`config.mk`:
```
export PLATFORM = sky130hd
export DESIGN_NAME = gpio1_output_source_mux
export DESIGN_NICKNAME = d
export VERILOG_FILES = /design/src/inc/gpio1_mux_pkg.sv /design/src/hw/gpio1_output_source_mux.sv /design/src/hw/port_signal_pick.sv /design/src/hw/port_status_reduce.sv
export VERILOG_INCLUDE_DIRS = /design/src /design/src/inc
export SDC_FILE = /design/constraint.sdc
export NUM_CORES = 1
export LEC_CHECK = 0
export ABC_CLOCK_PERIOD_IN_PS = 6100
export CAP_MARGIN = 30
export CELL_PAD_IN_SITES_DETAIL_PLACEMENT = 2
export CELL_PAD_IN_SITES_GLOBAL_PLACEMENT = 2
export CORE_MARGIN = 10
export CORE_UTILIZATION = 38
export CTS_BUF_LIST = sky130_fd_sc_hd__clkbuf_4 sky130_fd_sc_hd__clkbuf_8
export CTS_CLUSTER_SIZE = 24
export DETAILED_ROUTE_END_ITERATION = 10
export DONT_BUFFER_PORTS = 1
export HOLD_SLACK_MARGIN = 0.08
export PLACE_DENSITY = 0.88
export SLEW_MARGIN = 25
export SYNTH_ARGS = -nofsm -noshare
export SYNTH_HDL_FRONTEND = slang
export SYNTH_HIERARCHICAL = 1
export SYNTH_SLANG_ARGS = --single-unit
```
`constraint.sdc`:
```
create_clock -name I_CLK -period 6.1 [get_ports I_CLK]
set_input_delay 0.915 -clock I_CLK [delete_from_list [all_inputs] [get_ports I_CLK]]
set_output_delay 0.915 -clock I_CLK [all_outputs]
set_load 0.01 [all_outputs]
```
`src/inc/gpio1_mux_params.svh`:
```
// register map, field positions and select codes of the pin one output control
`ifndef GPIO1_MUX_PARAMS_SVH
`define GPIO1_MUX_PARAMS_SVH

// register index as printed, byte address is four times it
`define PIN_CTL_INDEX     12'h011
`define PIN_CTL_ADDR      12'h044
`define PIN_CTL_RESET     8'h00

// field positions
`define EN_BIT            0
`define VAL_BIT           1
`define SRC_LSB           2
`define SRC_MSB           4
`define SEL_LSB           5
`define SEL_MSB           7

// source codes
`define SRC_STATUS        3'h4
`define SRC_TX            3'h6

// select codes, receive port source
`define SEL_RX_LOCK       3'h4
`define SEL_RX_PASS       3'h5
`define SEL_RX_FV         3'h6
`define SEL_RX_LV         3'h7

// select codes, device status source
`define SEL_DEV_LOCAL     3'h0
`define SEL_DEV_LOCK_OR   3'h1
`define SEL_DEV_LOCK_AND  3'h2
`define SEL_DEV_PASS_AND  3'h3
`define SEL_DEV_FSYNC     3'h4

// select codes, transmit port source
`define SEL_TX_PASS_AND   3'h0
`define SEL_TX_PASS_OR    3'h1
`define SEL_TX_FV         3'h2
`define SEL_TX_LV         3'h3
`define SEL_TX_SYNCED     3'h4
`define SEL_TX_IRQ        3'h5

// apb answer values
`define APB_OK            1'h0
`define APB_ERR           1'h1
`define RDATA_ZERO        32'h0000_0000

`endif

```
`src/inc/gpio1_mux_pkg.sv`:
```
// types of the pin one output source multiplexer
package gpio1_mux_pkg;

   typedef logic [2:0] code_t;

   typedef struct packed {
      logic [7:0]  ctrl;
      logic [31:0] prdata;
      logic        pready;
      logic        pslverr;
      logic        pin_level;
      logic        pin_oe;
   } mux_state_s;

endpackage : gpio1_mux_pkg

```
`src/hw/gpio1_output_source_mux.sv`:
```
// pin one output control register with apb access and its source multiplexer
//
// How it works
// - control register at index 0x11 (byte 0x44), resets to 0x00, output off.
// - bit 0 enables the pin output; clear leaves it disabled.
// - bit 1 holds a software level driven when the local value is chosen.
// - bits 4:2 pick rx port 0-3, device status 100, tx 110; others reserved.
// - rx source, select 000-011 drives remote pin 0-3 of that port.
// - rx source, select 100 lock, 101 pass, 110 frame valid, 111 line valid.
// - status source, 010 and of enabled locks, 011 and of enabled passes.
// - status source, 100 drives internal frame sync; 101-111 reserved.
// - tx source, 000 and, 001 or, of pass over selected rx ports.
// - tx source, 011 drives line valid while a line is sent.
// - tx source, 100 synchronized flag, 101 tx interrupt, 110-111 reserved.
// - status source, 000 drives the locally written level bit.
// - status source, 001 or of enabled locks.
// - tx source, 010 drives frame valid while a frame is sent.
`timescale 1ns/1ps
`include "gpio1_mux_params.svh"

module gpio1_output_source_mux (
   // clock and reset
   input  wire logic        I_CLK,
   input  wire logic        I_ARST_N,
   // apb slave
   input  wire logic        I_PSEL,
   input  wire logic        I_PENABLE,
   input  wire logic        I_PWRITE,
   input  wire logic [11:0] I_PADDR,
   input  wire logic [31:0] I_PWDATA,
   input  wire logic [3:0]  I_PSTRB,
   output logic [31:0]      O_PRDATA,
   output logic             O_PREADY,
   output logic             O_PSLVERR,
   // receive port status, port n in bit n, remote pins of port n in bits 4n+3:4n
   input  wire logic [15:0] I_RX_REMOTE_GPIO,
   input  wire logic [3:0]  I_RX_LOCK,
   input  wire logic [3:0]  I_RX_PASS,
   input  wire logic [3:0]  I_RX_FRAME_VALID,
   input  wire logic [3:0]  I_RX_LINE_VALID,
   input  wire logic [3:0]  I_RX_PORT_ENABLE,
   // device status
   input  wire logic        I_INTERNAL_FRAME_SYNC,
   // transmit port status
   input  wire logic [3:0]  I_TX_PORT_SELECT,
   input  wire logic        I_TX_FRAME_VALID,
   input  wire logic        I_TX_LINE_VALID,
   input  wire logic        I_TX_SYNCED,
   input  wire logic        I_TX_INTERRUPT,
   // pin
   output logic             O_PIN_LEVEL,
   output logic             O_PIN_OE
);

   gpio1_mux_pkg::mux_state_s st;
   gpio1_mux_pkg::mux_state_s next_st;

   logic                 pin_output_enable;
   logic                 local_output_level;
   gpio1_mux_pkg::code_t output_source_select;
   gpio1_mux_pkg::code_t output_signal_select;
   logic [3:0]           port_pick;
   logic                 lock_all;
   logic                 lock_any;
   logic                 pass_all;
   logic                 tx_pass_all;
   logic                 tx_pass_any;
   logic                 source_value;
   logic                 setup_phase;
   logic                 access_done;
   logic                 addr_hit;

   assign pin_output_enable    = st.ctrl[`EN_BIT];
   assign local_output_level   = st.ctrl[`VAL_BIT];
   assign output_source_select = st.ctrl[`SRC_MSB:`SRC_LSB];
   assign output_signal_select = st.ctrl[`SEL_MSB:`SEL_LSB];

   assign setup_phase = I_PSEL && !I_PENABLE;
   assign access_done = I_PSEL && I_PENABLE && st.pready;
   assign addr_hit    = (I_PADDR == `PIN_CTL_ADDR);

   for (genvar p = 0; p < 4; p++) begin : g_port
      port_signal_pick u_pick (
         .i_remote_gpio (I_RX_REMOTE_GPIO[4*p +: 4]),
         .i_lock        (I_RX_LOCK[p]),
         .i_pass        (I_RX_PASS[p]),
         .i_frame_valid (I_RX_FRAME_VALID[p]),
         .i_line_valid  (I_RX_LINE_VALID[p]),
         .i_sel         (output_signal_select),
         .o_pick        (port_pick[p])
      );
   end

   port_status_reduce u_lock (
      .i_status (I_RX_LOCK),
      .i_mask   (I_RX_PORT_ENABLE),
      .o_all    (lock_all),
      .o_any    (lock_any)
   );

   port_status_reduce u_pass (
      .i_status (I_RX_PASS),
      .i_mask   (I_RX_PORT_ENABLE),
      .o_all    (pass_all),
      .o_any    ()
   );

   port_status_reduce u_tx_pass (
      .i_status (I_RX_PASS),
      .i_mask   (I_TX_PORT_SELECT),
      .o_all    (tx_pass_all),
      .o_any    (tx_pass_any)
   );

   // source and select decode; reserved codes give a low level
   always_comb begin
      source_value = 1'b0;
      if (!output_source_select[2]) begin
         source_value = port_pick[output_source_select[1:0]];
      end else if (output_source_select == `SRC_STATUS) begin
         unique case (output_signal_select)
            `SEL_DEV_LOCAL:    source_value = local_output_level;
            `SEL_DEV_LOCK_OR:  source_value = lock_any;
            `SEL_DEV_LOCK_AND: source_value = lock_all;
            `SEL_DEV_PASS_AND: source_value = pass_all;
            `SEL_DEV_FSYNC:    source_value = I_INTERNAL_FRAME_SYNC;
            default:           source_value = 1'b0;
         endcase
      end else if (output_source_select == `SRC_TX) begin
         unique case (output_signal_select)
            `SEL_TX_PASS_AND:  source_value = tx_pass_all;
            `SEL_TX_PASS_OR:   source_value = tx_pass_any;
            `SEL_TX_FV:        source_value = I_TX_FRAME_VALID;
            `SEL_TX_LV:        source_value = I_TX_LINE_VALID;
            `SEL_TX_SYNCED:    source_value = I_TX_SYNCED;
            `SEL_TX_IRQ:       source_value = I_TX_INTERRUPT;
            default:           source_value = 1'b0;
         endcase
      end
   end

   always_comb begin
      next_st = st;
      // one wait-free access: ready raised on the setup edge, dropped after
      next_st.pready  = 1'b0;
      next_st.pslverr = `APB_OK;
      if (setup_phase) begin
         next_st.pready  = 1'b1;
         next_st.pslverr = addr_hit ? `APB_OK : `APB_ERR;
         next_st.prdata  = `RDATA_ZERO;
         if (addr_hit && !I_PWRITE) begin
            next_st.prdata = {24'h00_0000, st.ctrl};
         end
      end
      // register write, low byte lane only
      if (access_done && I_PWRITE && addr_hit && I_PSTRB[0]) begin
         next_st.ctrl = I_PWDATA[7:0];
      end
      next_st.pin_oe = pin_output_enable;
      next_st.pin_level = pin_output_enable && source_value;
   end

   always_ff @(posedge I_CLK or negedge I_ARST_N) begin
      if (!I_ARST_N) begin
         st.ctrl      <= `PIN_CTL_RESET;
         st.prdata    <= `RDATA_ZERO;
         st.pready    <= 1'b0;
         st.pslverr   <= `APB_OK;
         st.pin_level <= 1'b0;
         st.pin_oe    <= 1'b0;
      end else begin
         st <= next_st;
      end
   end

   assign O_PRDATA    = st.prdata;
   assign O_PREADY    = st.pready;
   assign O_PSLVERR   = st.pslverr;
   assign O_PIN_LEVEL = st.pin_level;
   assign O_PIN_OE    = st.pin_oe;

   logic on_rx;
   logic on_dev;
   logic on_tx;
   assign on_rx  = pin_output_enable && !output_source_select[2];
   assign on_dev = pin_output_enable && (output_source_select == `SRC_STATUS);
   assign on_tx  = pin_output_enable && (output_source_select == `SRC_TX);
endmodule : gpio1_output_source_mux

```
`src/hw/port_signal_pick.sv`:
```
// one receive port: picks a forwarded pin or a status signal by select code
`timescale 1ns/1ps
`include "gpio1_mux_params.svh"

module port_signal_pick (
   // port signals
   input  wire logic [3:0]            i_remote_gpio,
   input  wire logic                  i_lock,
   input  wire logic                  i_pass,
   input  wire logic                  i_frame_valid,
   input  wire logic                  i_line_valid,
   // selection
   input  wire gpio1_mux_pkg::code_t  i_sel,
   // result
   output logic                       o_pick
);

   always_comb begin
      unique case (i_sel)
         `SEL_RX_LOCK: o_pick = i_lock;
         `SEL_RX_PASS: o_pick = i_pass;
         `SEL_RX_FV:   o_pick = i_frame_valid;
         `SEL_RX_LV:   o_pick = i_line_valid;
         default:      o_pick = i_remote_gpio[i_sel[1:0]];
      endcase
   end

endmodule : port_signal_pick

```
`src/hw/port_status_reduce.sv`:
```
// and / or of a status vector over the ports that a mask admits
`timescale 1ns/1ps

module port_status_reduce (
   // status and mask
   input  wire logic [3:0] i_status,
   input  wire logic [3:0] i_mask,
   // reductions
   output logic            o_all,
   output logic            o_any
);

   // no admitted port gives all low, so an idle hub never reports good
   always_comb begin
      o_all = (|i_mask) && (&(i_status | ~i_mask));
      o_any = |(i_status & i_mask);
   end

endmodule : port_status_reduce

```
==> run metrics <==
Syn Inst Count about 140; Final Util roughly two fifths; CP cell instances mux4_1 > mux2_2 > mux4_2 > nand3b_1 > o211ai_1; reg-to-reg setup timing slack 3.63 ns; Hold Vio Cnt, Final 0; PortBufs 0; die area roughly 0.0072 mm2; critical path capture point type flop; Post-CTS Setup Inserts 0; clk buf depth 2; worst-margin pin slew 0.6096 ns; Synth Area per Inst roughly 11 um2; crit path from output_signal_select[2]; Vias around 1.1k; Die W roughly 85 um; post-detailed-route wirelength per cell 26.75 um; Leak Pwr just over 0.7 nW; core area 0.004029 mm2; final hold slack around 0.34 ns; Gate power share roughly a tenth; worst hold path class input port to async pin; Ys Warns 6; MaxCap Viol Count 0; max-slew violations 0; CP max stage cell dfrtp_1; DP Worst Slack 3.587 ns; Die Span Y 84.79 um; synth-to-layout area growth 1.726%; final WL 5109 um; Critical Path Start Type flop; CTS Root Cell clkbuf_8; final count of negative-setup-slack endpoints 0; net switching power a little over 0.06 mW; CTS clk-pin slew, worst paths roughly 0.080 ns; FP Rows 23; grt ovf 0; skew final around 0.0031 ns; DRT antenna net count 0; PnR worst setup slack ~3.6 ns; first-pass GRT wire length a little under 8000 um; max_slew headroom between 50% and 60%; Critical Path End O_PIN_LEVEL; DRT Pass-1 Iters 4; CTS Buf Count 3; critical path arrival between 2 and 3 ns; maximum vdd drop between 0.1 and 0.15 mV; CP max stage delay 0.73 ns; Synth Cell Area ~0.0016 mm2; worst reg2reg path endpoint O_PIN_LEVEL; CP Class flop to flop; drt initial violations 36; unrepaired setup endpoints after global routing false; status completed; CTS Hold Bufs 0; TritonCTS clock tree built; PwrDens about 180 mW/mm2; total track usage a little over an eighth; Clk pwr share roughly 45%; fmax between 400 and 500 MHz; largest net degree at the start of global routing 21; nets ~240; share of layout cells above drive strength 1 16.43%; Internal Power 0.2329 mW; number of global-route vias before repair roughly 1.4k; initial core utilization 39.60%; vias per inst between 5 and 6; setup TNS 0 ns; clk sinks 20; sequential share of power approximately 46%; overall power 0.2940 mW; Worst R2R Start output_signal_select[2]; Worst EP required between 6 and 7 ns; Net Sw Frac between 20% and 30%; CTS resizes 0; Tcrit/Tclk final 40.51%; r2r worst-path depth 5; fin crit period around 2.5 ns; initial antenna violation count 1; RD Place Congestion 0.7635; HPWL Detailed between 4000 and 5000 um; # DRC 0; Worst Path Max Fanout 15; IO Pins 134; htree depth 1; worst-skew pair later-pin latency around 0.26 ns
## sequential cells by signal, indices dropped and copies added (netlist names)
| register | count |
|---|---|
| output_signal_select | 3 |
| O_PRDATA | 8 |
| local_output_level | 1 |
| O_PIN_LEVEL | 1 |
| O_PREADY | 1 |
| next_st | 1 |
| output_source_select | 3 |
| O_PSLVERR | 1 |
| O_PIN_OE | 1 |
## layout make-up
class,instances,area (um2)
fill,443,2406
sequential,20,500.5
clock buffer,3,41.29
antenna,1,2.502
inverter,13,48.80
multi-input combinational,103,937.1
clock inverter,1,30.03
tap,50,62.56
## power by group through the flow
stage	Combinational, mW	Sequential [mW]	Clock (mW)
after global routing	0.0312	0.134	0.139
after global placement	0.0256	0.137	0
after detailed placement	0.0271	0.137	0
final	0.0284	0.134	0.132
after floorplan	0.0354	0.136	0
after CTS	0.0271	0.134	0.133
## cells in the final DEF (no fill, tap or decap)
cell type and instances:
conb_1 24, dfrtp_1 20, inv_1 13, mux2_4 8, a22o_1 8, mux4_1 8
nor3_1 6, nand2_1 6, o22ai_1 6, nor4_1 4, mux2_2 4, a22oi_1 4
mux2i_1 3, nor2_1 3, clkbuf_8 3, nor4b_4 2, nor3b_1 2, nand3b_1 2
diode_2 1, nand2b_1 1, nor4_4 1, a31oi_1 1, a211oi_1 1, a21boi_0 1
and3b_1 1, nand4b_1 1, mux4_2 1, o211ai_1 1, nand3_2 1, nand3_1 1
nor3_4 1, nor3_2 1, bufinv_16 1
## critical path, delay by kind of cell (launching register included)
family / cells / cell delay, ns
muxes: 3 / 1.40
DFF: 1 / 0.73
and+or+nand+nor: 1 / 0.11
AOI/OAI and AO/OA: 1 / 0.10
## how the worst min path moves through the flow
stage          slack, ns  depth (start not counted)     endpoint
2_1_floorplan       0.41                          0     O_PIN_OE
3_3_place_gp        0.46                          0     O_PIN_OE
3_5_place_dp        0.48                          0     O_PIN_OE
4_1_cts             0.34                          0     O_PIN_OE
5_1_grt             0.33                          0    O_PSLVERR
6_report            0.34                          0  O_PRDATA[6]
## per-stage QoR
stage	cells	area [um2]
6_report	191	1623
5_1_grt	191	1623
4_1_cts	190	1620
3_5_place_dp	186	1549
3_3_place_gp	186	1549
2_1_floorplan	164	1682
## per-layer routing
layer	global-route usage, %	part of all wire [%]	vias to the layer above
met4	4.042	1.6	0
met2	26.84	58	60
met1	11.84	32	564
li1	-	-	480
met5	0	0	-
met3	5.894	9.2	6
(Power assumes the default switching activity.)
